File: config.mk
export PLATFORM = sky130hd
export DESIGN_NAME = sensor_command_processor
export DESIGN_NICKNAME = d
export VERILOG_FILES = /design/src/rtl/osc_ratio_meter.v /design/src/rtl/sensor_command_processor.v
export VERILOG_INCLUDE_DIRS = /design/src /design/src/rtl
export SDC_FILE = /design/constraint.sdc
export NUM_CORES = 1
export LEC_CHECK = 0
export BUFFER_PORTS_ARGS = -buffer_cell sky130_fd_sc_hd__buf_4
export CAP_MARGIN = 20
export CORE_MARGIN = 5
export CORE_UTILIZATION = 50
export CTS_CLUSTER_DIAMETER = 80
export DETAILED_ROUTE_END_ITERATION = 7
export PLACE_DENSITY = 0.73
export SYNTH_ARGS = -nofsm -noshare
export SYNTH_HDL_FRONTEND = slang
export SYNTH_SLANG_ARGS = --single-unit
File: constraint.sdc
create_clock -name core_clk -period 11.1 [get_ports core_clk]
set_input_delay 2.22 -clock core_clk [delete_from_list [all_inputs] [get_ports core_clk]]
set_output_delay 2.22 -clock core_clk [all_outputs]
set_load 0.1 [all_outputs]
File: src/rtl/sensor_cmd_defines.vh
`ifndef SENSOR_CMD_DEFINES_VH
`define SENSOR_CMD_DEFINES_VH

// register byte offsets on the apb bus
`define OFS_FIRST_WORD 8'h00
`define OFS_SECOND_WORD 8'h04
`define OFS_TRIM_CONFIG 8'h08
`define OFS_AVG_CONFIG 8'h0C
`define OFS_STATUS 8'h10
`define OFS_OSC_RATIO 8'h14

// reset values
`define RST_TRIM_CONFIG 16'h0012
`define RST_AVG_CONFIG 16'h0800

// field positions
`define TRIM_FIELD_HI 4
`define TRIM_FIELD_LO 0
`define AVG_EXP_HI 2
`define AVG_EXP_LO 0

// command opcodes
`define CMD_ENTER 8'h72
`define CMD_ENTER_ARG 8'hD1
`define CMD_UNLOCK 8'h6C
`define CMD_UNLOCK_ARG1 8'hF7
`define CMD_UNLOCK_ARG2 8'h42
`define CMD_NVM_TO_RAM 8'hC0
`define CMD_RAM_TO_NVM 8'hC3
`define CMD_NVM_WORD 8'hAD
`define CMD_NVM_SIGN 8'hC9
`define CMD_COUNTED 8'h62
`define CMD_OSC_RATIO 8'h50
`define CMD_OSC_TRIM 8'h65
`define CMD_READ_TRIM 8'h1D
`define CMD_CYCLIC_FIRST 8'h01
`define CMD_CYCLIC_LAST 8'h08

// response codes, high byte or whole word, and the checksum base
`define RESP_OK_HI 8'hC3
`define RESP_FAIL_HI 8'hCF
`define RESP_DIAG_HI 8'hC0
`define RESP_BAD_CMD 16'hCF00
`define RESP_PROC_ERR 16'hC000
`define CKSUM_BASE 8'hFF

// nvm operation codes
`define NVM_OP_TO_RAM 2'b00
`define NVM_OP_TO_NVM 2'b01
`define NVM_OP_WORD 2'b10
`define NVM_OP_SIGN 2'b11

// timing
`define CLK_HZ 20000000
`define NVM_TIMEOUT_MS 300
`define NVM_TIMEOUT_CYC ((`CLK_HZ / 1000) * `NVM_TIMEOUT_MS)

`endif

File: src/rtl/osc_ratio_meter.v
`timescale 1ns/1ps
module osc_ratio_meter (
    // clock and reset
    input wire core_clk,
    input wire sys_rst,
    // link clock pin
    input wire owi_clk_pin,
    // measurement handshake
    input wire start,
    output reg done,
    output reg [15:0] ratio
);
    reg sync1;
    reg sync2;
    reg sync3;
    reg filt;
    reg armed;
    reg counting;
    reg [15:0] count;
    wire rise;

    // a change counts only once the last two stages agree
    assign rise = sync2 & sync3 & ~filt;

    always @(posedge core_clk or posedge sys_rst) begin
        if (sys_rst) begin
            sync1 <= 1'b0;
            sync2 <= 1'b0;
            sync3 <= 1'b0;
            filt <= 1'b0;
            armed <= 1'b0;
            counting <= 1'b0;
            count <= 16'h0000;
            done <= 1'b0;
            ratio <= 16'h0000;
        end else begin
            sync1 <= owi_clk_pin;
            sync2 <= sync1;
            sync3 <= sync2;
            if (sync2 == sync3) begin
                filt <= sync3;
            end
            done <= 1'b0;
            if (start) begin
                armed <= 1'b1;
                counting <= 1'b0;
                count <= 16'h0000;
            end else if (armed && rise) begin
                // one full link period, rising edge to rising edge
                if (counting) begin
                    ratio <= count;
                    done <= 1'b1;
                    armed <= 1'b0;
                    counting <= 1'b0;
                end else begin
                    counting <= 1'b1;
                    count <= 16'h0001;
                end
            end else if (counting && count != 16'hFFFF) begin
                count <= count + 16'h0001;
            end
        end
    end
endmodule

File: src/rtl/sensor_command_processor.v
`timescale 1ns/1ps
`include "sensor_cmd_defines.vh"

module sensor_command_processor #(
    parameter NVM_TIMEOUT = `NVM_TIMEOUT_CYC
) (
    // clock and reset
    input wire core_clk,
    input wire sys_rst,
    // apb slave
    input wire psel,
    input wire penable,
    input wire pwrite,
    input wire [7:0] paddr,
    input wire [31:0] pwdata,
    output reg [31:0] prdata,
    output wire pready,
    output reg pslverr,
    // command bytes from the serial front end
    input wire cmd_valid,
    input wire [7:0] cmd_byte,
    input wire cmd_end,
    input wire cmd_one_wire,
    input wire cmd_primary,
    input wire secondary_fault,
    // one-wire link clock pin
    input wire owi_clk_pin,
    // converter
    output wire conv_run,
    output reg conv_temp_sel,
    input wire conv_done,
    input wire conv_is_temp,
    input wire [15:0] conv_data,
    input wire [7:0] conv_diag,
    input wire conv_diag_temporary,
    // nonvolatile memory
    output reg charge_pump_en,
    output reg nvm_req,
    output reg [1:0] nvm_op,
    output reg [15:0] nvm_word,
    input wire nvm_done,
    input wire nvm_fail,
    input wire pump_fault,
    // status
    output wire [4:0] osc_trim,
    output wire command_session,
    output wire busy,
    output reg secondary_addr_en
);
    localparam [4:0] S_NORMAL = 5'b00001;
    localparam [4:0] S_IDLE = 5'b00010;
    localparam [4:0] S_COUNT = 5'b00100;
    localparam [4:0] S_NVM = 5'b01000;
    localparam [4:0] S_OSC = 5'b10000;

    reg [4:0] state;
    reg [15:0] first_word;
    reg [15:0] second_word;
    reg [15:0] trim_config_word;
    reg [15:0] avg_config_word;
    reg [7:0] byte0;
    reg [7:0] byte1;
    reg [7:0] byte2;
    reg [1:0] nbytes;
    reg frame_lost;
    reg halted;
    reg first_sample;
    reg [15:0] cycles_left;
    reg [15:0] bridge_avg;
    reg [15:0] temp_avg;
    reg [22:0] wait_count;
    reg [7:0] cur_cmd;
    reg meter_start;
    wire meter_done;
    wire [15:0] osc_ratio;
    wire [2:0] average_exponent;
    wire [15:0] data_word;
    wire apb_write;
    wire take_cmd;

    assign pready = 1'b1;
    assign apb_write = psel & penable & pwrite;
    assign average_exponent = avg_config_word[`AVG_EXP_HI:`AVG_EXP_LO];
    assign osc_trim = trim_config_word[`TRIM_FIELD_HI:`TRIM_FIELD_LO];
    assign command_session = ~state[0];
    assign busy = state[2] | state[3] | state[4];
    assign data_word = {byte1, byte2};
    assign conv_run = (state[0] & ~halted) | state[2];
    assign take_cmd = cmd_end & ~frame_lost & (nbytes != 2'b00) & ~busy;

    // checksum over both bytes of a data word
    function [7:0] cksum;
        input [15:0] w;
        begin
            cksum = `CKSUM_BASE - (w[15:8] + w[7:0]);
        end
    endfunction

    // output filter with the differential coefficient held at zero
    function [15:0] filt_step;
        input [15:0] acc;
        input [15:0] x;
        input [2:0] sh;
        reg signed [16:0] diff;
        begin
            diff = $signed({1'b0, x}) - $signed({1'b0, acc});
            diff = diff >>> sh;
            filt_step = acc + diff[15:0];
        end
    endfunction

    osc_ratio_meter u_meter (
        .core_clk(core_clk),
        .sys_rst(sys_rst),
        .owi_clk_pin(owi_clk_pin),
        .start(meter_start),
        .done(meter_done),
        .ratio(osc_ratio)
    );

    // apb read data is captured in the setup cycle so the access cycle answers at once
    always @(posedge core_clk or posedge sys_rst) begin
        if (sys_rst) begin
            prdata <= 32'h00000000;
            pslverr <= 1'b0;
        end else if (psel && !penable) begin
            pslverr <= 1'b0;
            case (paddr)
                `OFS_FIRST_WORD: prdata <= {16'h0000, first_word};
                `OFS_SECOND_WORD: prdata <= {16'h0000, second_word};
                `OFS_TRIM_CONFIG: prdata <= {16'h0000, trim_config_word};
                `OFS_AVG_CONFIG: prdata <= {16'h0000, avg_config_word};
                `OFS_STATUS: prdata <= {23'h000000, secondary_addr_en, charge_pump_en,
                    halted, state, nvm_req};
                `OFS_OSC_RATIO: prdata <= {16'h0000, osc_ratio};
                default: begin
                    prdata <= 32'h00000000;
                    pslverr <= 1'b1;
                end
            endcase
        end
    end

    // command byte collection
    always @(posedge core_clk or posedge sys_rst) begin
        if (sys_rst) begin
            byte0 <= 8'h00;
            byte1 <= 8'h00;
            byte2 <= 8'h00;
            nbytes <= 2'b00;
            frame_lost <= 1'b0;
        end else if (cmd_end) begin
            nbytes <= 2'b00;
            frame_lost <= 1'b0;
        end else if (cmd_valid) begin
            if (busy) begin
                frame_lost <= 1'b1;
            end else begin
                case (nbytes)
                    2'b00: byte0 <= cmd_byte;
                    2'b01: byte1 <= cmd_byte;
                    2'b10: byte2 <= cmd_byte;
                    default: byte2 <= byte2;
                endcase
                if (nbytes != 2'b11) begin
                    nbytes <= nbytes + 2'b01;
                end
            end
        end
    end

    always @(posedge core_clk or posedge sys_rst) begin
        if (sys_rst) begin
            state <= S_NORMAL;
            first_word <= 16'h0000;
            second_word <= 16'h0000;
            trim_config_word <= `RST_TRIM_CONFIG;
            avg_config_word <= `RST_AVG_CONFIG;
            halted <= 1'b0;
            first_sample <= 1'b0;
            cycles_left <= 16'h0000;
            bridge_avg <= 16'h0000;
            temp_avg <= 16'h0000;
            wait_count <= 23'h000000;
            cur_cmd <= 8'h00;
            meter_start <= 1'b0;
            conv_temp_sel <= 1'b0;
            charge_pump_en <= 1'b0;
            nvm_req <= 1'b0;
            nvm_op <= `NVM_OP_TO_RAM;
            nvm_word <= 16'h0000;
            secondary_addr_en <= 1'b1;
        end else begin
            meter_start <= 1'b0;
            if (apb_write && paddr == `OFS_TRIM_CONFIG) begin
                trim_config_word <= pwdata[15:0];
            end
            if (apb_write && paddr == `OFS_AVG_CONFIG) begin
                avg_config_word <= pwdata[15:0];
            end
            if (secondary_fault) begin
                secondary_addr_en <= 1'b0;
            end
            case (state)
                S_NORMAL: begin
                    // entry wins over a result landing in the same cycle
                    if (take_cmd && !cmd_one_wire && nbytes == 2'b10 &&
                        byte0 == `CMD_ENTER && byte1 == `CMD_ENTER_ARG) begin
                        state <= S_IDLE;
                        halted <= 1'b0;
                        first_word <= {`RESP_OK_HI, `CMD_ENTER};
                        second_word <= {cksum({`RESP_OK_HI, `CMD_ENTER}), `CMD_ENTER};
                        if (cmd_primary) begin
                            secondary_addr_en <= 1'b1;
                        end
                    end else if (conv_done && !conv_is_temp && !halted) begin
                        if (conv_diag != 8'h00) begin
                            first_word <= {`RESP_DIAG_HI, conv_diag};
                            second_word <= {cksum({`RESP_DIAG_HI, conv_diag}), 8'h00};
                            halted <= ~conv_diag_temporary;
                        end else begin
                            first_word <= conv_data;
                            second_word <= {cksum(conv_data), 8'h00};
                        end
                    end
                end
                S_IDLE: begin
                    if (take_cmd) begin
                        cur_cmd <= byte0;
                        // default answer unless a branch below overrides it
                        first_word <= `RESP_BAD_CMD;
                        second_word <= {cksum(`RESP_BAD_CMD), byte0};
                        if (byte0 == `CMD_ENTER && nbytes == 2'b10 &&
                            byte1 == `CMD_ENTER_ARG) begin
                            first_word <= {`RESP_OK_HI, `CMD_ENTER};
                            second_word <= {cksum({`RESP_OK_HI, `CMD_ENTER}), `CMD_ENTER};
                            if (cmd_primary) begin
                                secondary_addr_en <= 1'b1;
                            end
                        end else if (byte0 == `CMD_UNLOCK && nbytes == 2'b11 &&
                            byte1 == `CMD_UNLOCK_ARG1 && byte2 == `CMD_UNLOCK_ARG2) begin
                            if (pump_fault) begin
                                first_word <= {`RESP_FAIL_HI, `CMD_UNLOCK};
                                second_word <= {cksum({`RESP_FAIL_HI, `CMD_UNLOCK}),
                                    `CMD_UNLOCK};
                            end else begin
                                charge_pump_en <= 1'b1;
                                first_word <= {`RESP_OK_HI, `CMD_UNLOCK};
                                second_word <= {cksum({`RESP_OK_HI, `CMD_UNLOCK}),
                                    `CMD_UNLOCK};
                            end
                        end else if ((byte0 == `CMD_NVM_TO_RAM || byte0 == `CMD_RAM_TO_NVM ||
                            byte0 == `CMD_NVM_SIGN) && nbytes == 2'b01) begin
                            state <= S_NVM;
                            nvm_req <= 1'b1;
                            wait_count <= 23'h000000;
                            nvm_word <= 16'h0000;
                            nvm_op <= (byte0 == `CMD_NVM_TO_RAM) ? `NVM_OP_TO_RAM :
                                (byte0 == `CMD_RAM_TO_NVM) ? `NVM_OP_TO_NVM : `NVM_OP_SIGN;
                        end else if (byte0 == `CMD_NVM_WORD && nbytes == 2'b11) begin
                            state <= S_NVM;
                            nvm_req <= 1'b1;
                            wait_count <= 23'h000000;
                            nvm_word <= data_word;
                            nvm_op <= `NVM_OP_WORD;
                        end else if (byte0 == `CMD_READ_TRIM && nbytes == 2'b01) begin
                            first_word <= trim_config_word;
                            second_word <= {cksum(trim_config_word), `CMD_READ_TRIM};
                        end else if (byte0 == `CMD_OSC_TRIM && nbytes == 2'b11) begin
                            // only the trim field changes, and takes effect at once
                            trim_config_word <= {trim_config_word[15:5], byte2[4:0]};
                            first_word <= {trim_config_word[15:5], byte2[4:0]};
                            second_word <= {cksum({trim_config_word[15:5], byte2[4:0]}),
                                `CMD_OSC_TRIM};
                        end else if (byte0 == `CMD_OSC_RATIO && nbytes == 2'b01 &&
                            cmd_one_wire) begin
                            state <= S_OSC;
                            meter_start <= 1'b1;
                            wait_count <= 23'h000000;
                        end else if (byte0 == `CMD_COUNTED && nbytes == 2'b11) begin
                            cycles_left <= data_word;
                            first_sample <= 1'b1;
                            conv_temp_sel <= 1'b1;
                            if (data_word != 16'h0000) begin
                                state <= S_COUNT;
                            end else begin
                                first_word <= bridge_avg;
                                second_word <= temp_avg;
                            end
                        end else if (byte0 >= `CMD_CYCLIC_FIRST && byte0 <= `CMD_CYCLIC_LAST &&
                            nbytes == 2'b01) begin
                            // back to normal measuring; the first result or diagnostic
                            // code refreshes the words
                            state <= S_NORMAL;
                            halted <= 1'b0;
                            charge_pump_en <= 1'b0;
                            first_word <= first_word;
                            second_word <= second_word;
                        end
                    end
                end
                S_COUNT: begin
                    if (conv_done && conv_temp_sel && conv_is_temp) begin
                        temp_avg <= first_sample ? conv_data :
                            filt_step(temp_avg, conv_data, average_exponent);
                        second_word <= first_sample ? conv_data :
                            filt_step(temp_avg, conv_data, average_exponent);
                        conv_temp_sel <= 1'b0;
                    end else if (conv_done && !conv_temp_sel && !conv_is_temp) begin
                        bridge_avg <= first_sample ? conv_data :
                            filt_step(bridge_avg, conv_data, average_exponent);
                        first_word <= first_sample ? conv_data :
                            filt_step(bridge_avg, conv_data, average_exponent);
                        first_sample <= 1'b0;
                        conv_temp_sel <= (cycles_left != 16'h0001);
                        cycles_left <= cycles_left - 16'h0001;
                        if (cycles_left == 16'h0001) begin
                            state <= S_IDLE;
                        end
                    end
                end
                S_NVM: begin
                    wait_count <= wait_count + 23'h000001;
                    if (nvm_done) begin
                        nvm_req <= 1'b0;
                        state <= S_IDLE;
                        if (!nvm_fail) begin
                            first_word <= {`RESP_OK_HI, cur_cmd};
                            second_word <= {cksum({`RESP_OK_HI, cur_cmd}), cur_cmd};
                        end else if (cur_cmd == `CMD_RAM_TO_NVM) begin
                            first_word <= {`RESP_FAIL_HI, cur_cmd};
                            second_word <= {cksum({`RESP_FAIL_HI, cur_cmd}), cur_cmd};
                        end else begin
                            first_word <= `RESP_PROC_ERR;
                            second_word <= {cksum(`RESP_PROC_ERR), cur_cmd};
                        end
                    end else if (wait_count >= NVM_TIMEOUT - 1) begin
                        nvm_req <= 1'b0;
                        state <= S_IDLE;
                        first_word <= `RESP_PROC_ERR;
                        second_word <= {cksum(`RESP_PROC_ERR), cur_cmd};
                    end
                end
                S_OSC: begin
                    wait_count <= wait_count + 23'h000001;
                    if (meter_done) begin
                        state <= S_IDLE;
                        first_word <= osc_ratio;
                        second_word <= {cksum(osc_ratio), `CMD_OSC_RATIO};
                    end else if (wait_count >= NVM_TIMEOUT - 1) begin
                        // a silent link clock must not hang the session
                        state <= S_IDLE;
                        first_word <= `RESP_PROC_ERR;
                        second_word <= {cksum(`RESP_PROC_ERR), `CMD_OSC_RATIO};
                    end
                end
                default: state <= S_NORMAL;
            endcase
        end
    end
endmodule

; Word-level counts from Yosys, hierarchy flattened
; Cells that the tools add are included.
; Widths: inputs -> output; s select.
[op_classes]
order_cmp = 3
n_div = 0
eq_ne = 70
reduce_logical = 77
n_mul = 0
shift = 2
n_addsub = 22
muxes = 179
n_bitwise = 22
[op_table]
columns = op, count
row1 = $mux 16, 68
row2 = $mux 23, 8
row3 = $pmux 16 s5, 2
row4 = $pmux 16 s6, 1
row5 = $mux 5, 18
row6 = $mux 1, 62
row7 = $eq 8x8->1 const B, 7
row8 = $sub 8x8->8 const A, 7
row9 = $ne 2x2->1 const B, 25
row10 = $eq 8x7->1 const B, 6
row11 = $pmux 23 s2, 1
row12 = $mux 12, 3
row13 = $sshr 17x3->16, 2
row14 = $sub 16x16->17, 2
row15 = $reduce_and 11->1, 3
row16 = $add 16x16->16, 2
row17 = $add 8x8->8, 4
row18 = $pmux 16 s2, 1
row19 = $logic_and 1x1->1, 29
row20 = $pmux 5 s5, 1
row21 = $add 8x8->8 const A, 3
row22 = $eq 8x5->1 const B, 3
row23 = $reduce_bool 2->1, 12
row24 = $add 23x1->23 const B, 1
row25 = 49 further kinds, 104
[word_totals]
output_inout_bits = 64
elab_cells = 411
memories = 0
latchBits = 0
mem_bits_rw = 0
register_bits = 272
in_bits = 89
mem_bits_ro = 0

; Logic depth before layout (Yosys ltp)
[logic_depth]
ltp_word = 14
depth_mapped = 21
mapped_depth_nobuf = 21

; By module
; Synthesis repeated with hierarchy kept, for this count alone.
[hier_totals]
hier_cells = 2377
hier_area_um2 = 19613.8
[by_module_without_submodules]
columns = mod, area_each_um2, n_inst, cells_per_inst, seq_area_each_um2
row1 = sensor_command_processor, 17780.8, 1, 2189, 5436.5
row2 = osc_ratio_meter, 1833.0, 1, 188, 975.9

; Worst setup path before layout
; Ideal clock, no wire load.
[synth_path]
kind = input-to-reg
start = in conv_data[1]
end = reg second_word[14]
setup_time_ns = 0.127
cell_stages = 18
required_ns = 10.973
n_path_buf = 0
arrival_ns = 6.500
path_slack_ns = 4.473
path_cell_list = ha_1 -> nor2b_1 -> o31a_1 -> o31a_1 -> o2111a_1 -> a2111oi_4 -> xnor2_1 -> mux2_2 -> mux4_2 -> ha_1 -> a21o_1 -> a21oi_1 -> o211ai_1 -> a41o_1 -> and2_1 -> o311ai_0 -> a2bb2oi_1 -> o31ai_1
[synth_via]
elab_chain_len = 6
elab_cells_between_ends = 11
classes_between = 4 x add/sub / 1 x shift / 6 x mux
[synth_lines]
columns = element, line_no
row1 = start: declaration, sensor_command_processor.v:33  ; input wire [15:0] conv_data,
row2 = $sub 16x16->17 / $add 8x8->8 (equally long branches), "sensor_command_processor.v:106, sensor_command_processor.v:95"
row3 = $sshr 17x3->16 / $sub 8x8->8 (equally long branches), n/a
row4 = $add 16x16->16 / $mux 16 (equally long branches), "sensor_command_processor.v:108, sensor_command_processor.v:217"
row5 = $mux 16 (on tied branches), "sensor_command_processor.v:306, sensor_command_processor.v:216"
row6 = $mux 16 (on tied branches), "sensor_command_processor.v:303, sensor_command_processor.v:207"
row7 = $pmux 16 s5 (*), sensor_command_processor.v:204  ; case (state)
row8 = end signal: assignment, sensor_command_processor.v:212  ; second_word <= {cksum({`RESP_OK_HI, `CMD_ENTER}), `CMD_ENTER};
row9 = end signal: assignment, sensor_command_processor.v:219  ; second_word <= {cksum({`RESP_DIAG_HI, conv_diag}), 8'h00};
row10 = end signal: assignment, sensor_command_processor.v:306  ; second_word <= first_sample ? conv_data :
row11 = end: declaration, sensor_command_processor.v:58  ; reg [15:0] second_word;
; Every way passes the cells marked *; elsewhere a longest branch is shown, timed or not. The select of a mux whose other input is x is not followed.
; A chain may end at the register's enable or synchronous reset.

; Final worst setup path
[layout_path]
start = in conv_data[1]
end = reg second_word[8]
[layout_via]
elab_chain_len = 6
[layout_lines]
columns = element, line_no
row1 = $sub 16x16->17, sensor_command_processor.v:106  ; diff = $signed({1'b0, x}) - $signed({1'b0, acc});
row2 = $sshr 17x3->16, sensor_command_processor.v:107  ; diff = diff >>> sh;
row3 = $add 16x16->16, sensor_command_processor.v:108  ; filt_step = acc + diff[15:0];
row4 = $mux 16, sensor_command_processor.v:306
row5 = $mux 16, sensor_command_processor.v:303  ; if (conv_done && conv_temp_sel && conv_is_temp) begin
row6 = $pmux 16 s5, sensor_command_processor.v:204
; No other way between the ends. The select of a mux whose other input is x is not followed.

==> flow_summary.toml <==
[synthesis]
synth.distinct_cells = 89
yosys.area.top_type_share = 0.318
synthTopCellsByArea = "dfrtp_1 32%, ha_1 6.8%, o21ai_0 6.1%"
synth_seq_area_share = 0.324
syn_area_per_cell_um2 = 8.33
syn_area_um2 = 19800
yosys_warnings = 0
yosysTopAreaCell = "dfrtp_1"
synth_cells = 2374
ys_ff_latch = 256
synthFlopType = "dfrtp_1"
synth-edff-count = 0
async_flop_share = 1.00

[cells_and_area]
drive_gt1_frac = 0.131
stdcell_area_um2 = 22000
area_growth_pct = 11.2
final_common_cell = "dfrtp_1"
fillers = 3590
final_cell_mix = "250 x dfrtp_1, 245 x nand2_1, 241 x o21ai_0"
fin_util = 0.565
multi_input_area_um2 = 12300
diodes = 0
final_nets = 2619
regArea_um2 = 6410
fin_cells = 2955

[sta]
tns_ps = 0
slew_headroom = 0.185
drv_slew = 0
min_period_over_period = 0.654
tightest_slew_ps = 1190
min_period_ps = 7260
rsz0062_at_grt = "no"
finalSetupViolations = 0
fmax_mhz = 138
hold_violations = 0
finalClockSkew_ps = 22.4

[clocking]
postCtsHoldBufs = 0
cts_tree = "yes"
post-cts-setup-buffers = 0
clk_latency_ps = 570
cts_max_path_buffers = 3
cts_htree_levels = 1
clk_pin_slew_ps = 60
cts_resized = 0
root_buffer = "clkbuf_16"
clock-sinks = 256
numCtsBuffers = 29

[worst_setup_path]
rrSetupSlack_ps = 5020
critical_path_class = "input pin to register"
reg2reg_from = "temp_avg[1]"
required_ps = 11500
slowest_delay_ps = 1120
path_cells = "buf_4, ha_1, nor2b_1, o31a_1, o31a_1, o2111a_1, a2111oi_4, xnor2_1, mux2_2, mux4_2, ha_1, a21o_1, a21oi_1, o211ai_1, nand2_1, xnor2_1, o21ai_0, a2111oi_0, a21oi_1"
cp-startpoint = "conv_data[1]"
crit_arrival_ps = 7670
cp_max_fo = 7
cp-start-kind = "input pin"
r2r_cells = 19
worstSetupEndpoint = "second_word[8]"
critPathCaptureType = "register"
worst_r2r_endpoint = "second_word[8]"
crit_path_top_delay_cell = "a2111oi_0"

[power]
irDropWorstVdd_v = 0.000107
power_leakage_uw = 0.00967
power_frac_comb = 0.305
p_seq_frac = 0.379
switchingPower_uw = 1240
clkPwrFrac = 0.317
power_density_nw_per_um2 = 149
p_int_uw = 2030
swShare = 0.380

[status]
outcome = "finished, final reports clean"

[worst_hold_path]
worstHoldPathType = "register to register"

[floorplanning]
row_count = 72
die_area_um2 = 43600
start_util = 0.508
io_pins = 153
die_y_um = 209
die_x_um = 209
core-area_um2 = 38900

[detailed_routing]
drt_wl_total_um = 73500
drtPass1Iterations = 7
drc = 0
dr_total_vias = 19100
vias_per_cell = 6.48
drt_iter0_drc = 2079
wire_per_inst_um = 24.9
antenna_left = 0

[global_route]
grt_start_max_net_pins = 124
antenna_found_initial = 3
grt_pass1_vias = 17800
grt_pass1_wl_um = 110000
grt_usage = 0.322
overflow = 0

[placed_design]
dp_cells = 2899
portBuffers = 119
gp_routability_congestion = 1.02
place_hpwl_um = 55500
place_area_um2 = 20900

[flow_run]
maxCapViolations = 0
synth_stat cells (all sizes together) (8+ instances only):
cell,count
a211oi,25
a21o,28
a21oi,189
a221o,11
a221oi,13
a222oi,12
a22o,13
a22oi,20
a31oi,26
and2,13
and3,19
buf,44
clkbuf,108
dfrtp,251
fa,8
ha,108
inv,128
mux2,75
mux2i,49
mux4,11
nand2,246
nand2b,30
nand3,64
nand3b,8
nand4,27
nor2,183
nor2b,12
nor3,55
nor3b,8
nor4,14
o2111ai,11
o211ai,25
o21a,19
o21ai,242
o21bai,9
o221ai,11
o22ai,11
o31a,8
o31ai,15
or2,15
or3,26
xnor2,42
xor2,42
cells by family after synthesis:
family                   share of synthesized area
buffers and inverters                       0.0583
other                                     0.000380
multiplexers                                0.0800
adder cells (fa/ha/maj)                     0.0764
flip-flops                                   0.324
AO/OA/AOI/OAI                                0.244
AND/OR/NAND/NOR                              0.178
XOR/XNOR                                    0.0383
cell type report:
class                      instances  share of cell area
timing repair buffer             146              0.0517
multi-input combinational       1853               0.558
clock inverter                    15             0.00927
clock buffer                      39              0.0374
sequential                       256               0.292
tap                              518              0.0295
inverter                         128              0.0222
worst min-delay path by stage:
stage / start / end / slack, ps / cells past startpoint
2_1_floorplan: u_meter.sync1 / u_meter.sync2 / 330 / 0
3_3_place_gp: u_meter.sync1 / u_meter.sync2 / 330 / 0
3_5_place_dp: u_meter.sync1 / u_meter.sync2 / 340 / 0
4_1_cts: u_meter.sync1 / u_meter.sync2 / 360 / 0
5_1_grt: u_meter.sync1 / u_meter.sync2 / 370 / 0
6_report: u_meter.sync1 / u_meter.sync2 / 360 / 0
power groups by stage:
stage	Sequential [uW]	Clock [uW]	Combinational, uW
finish	1240	1040	995
global route	1250	1090	1070
CTS	1230	1040	970
detailed placement	1240	0	964
global placement	1240	0	947
floorplan	1140	0	729
state kept, by name, indices dropped and copies added (netlist names), 5 cells and up:
| name | count |
|---|---|
| avg_config_word | 16 |
| bridge_avg | 16 |
| byte0 | 8 |
| byte1 | 8 |
| byte2 | 8 |
| cur_cmd | 8 |
| cycles_left | 16 |
| first_word | 16 |
| nvm_word | 16 |
| prdata | 16 |
| second_word | 16 |
| state | 5 |
| temp_avg | 16 |
| trim_config_word | 16 |
| u_meter.count | 16 |
| u_meter.ratio | 16 |
| wait_count | 23 |
critical path: cells and delay by family:
| family | cells | cell delay [ps] |
|---|---|---|
| AO/OA/AOI/OAI | 10 | 3360 |
| multiplexers | 2 | 770 |
| adder cells (fa/ha/maj) | 2 | 630 |
| XOR/XNOR | 2 | 250 |
| AND/OR/NAND/NOR | 2 | 240 |
| buffers and inverters | 1 | 170 |
stage by stage:
| step | setup slack, ps | hold WS [ps] | total power (uW) |
|---|---|---|---|
| 2_1_floorplan | 1850 | 331 | 1870 |
| 3_3_place_gp | 3630 | 331 | 2190 |
| 3_5_place_dp | 3540 | 340 | 2210 |
| 4_1_cts | 4090 | 358 | 3240 |
| 5_1_grt | 3780 | 375 | 3400 |
| 6_report | 3840 | 357 | 3270 |
routing by layer:
metal,part of all wire,vias to the layer above,wire [um],track usage
met1,0.42,9265,31200,0.456
met3,0.097,189,7110,0.0757
li1,-,8729,-,-
met2,0.44,952,32600,0.498
met4,0.035,6,2550,0.0898
met5,0.00046,-,34,0
No activity file was read; power rests on OpenSTA's default activity.
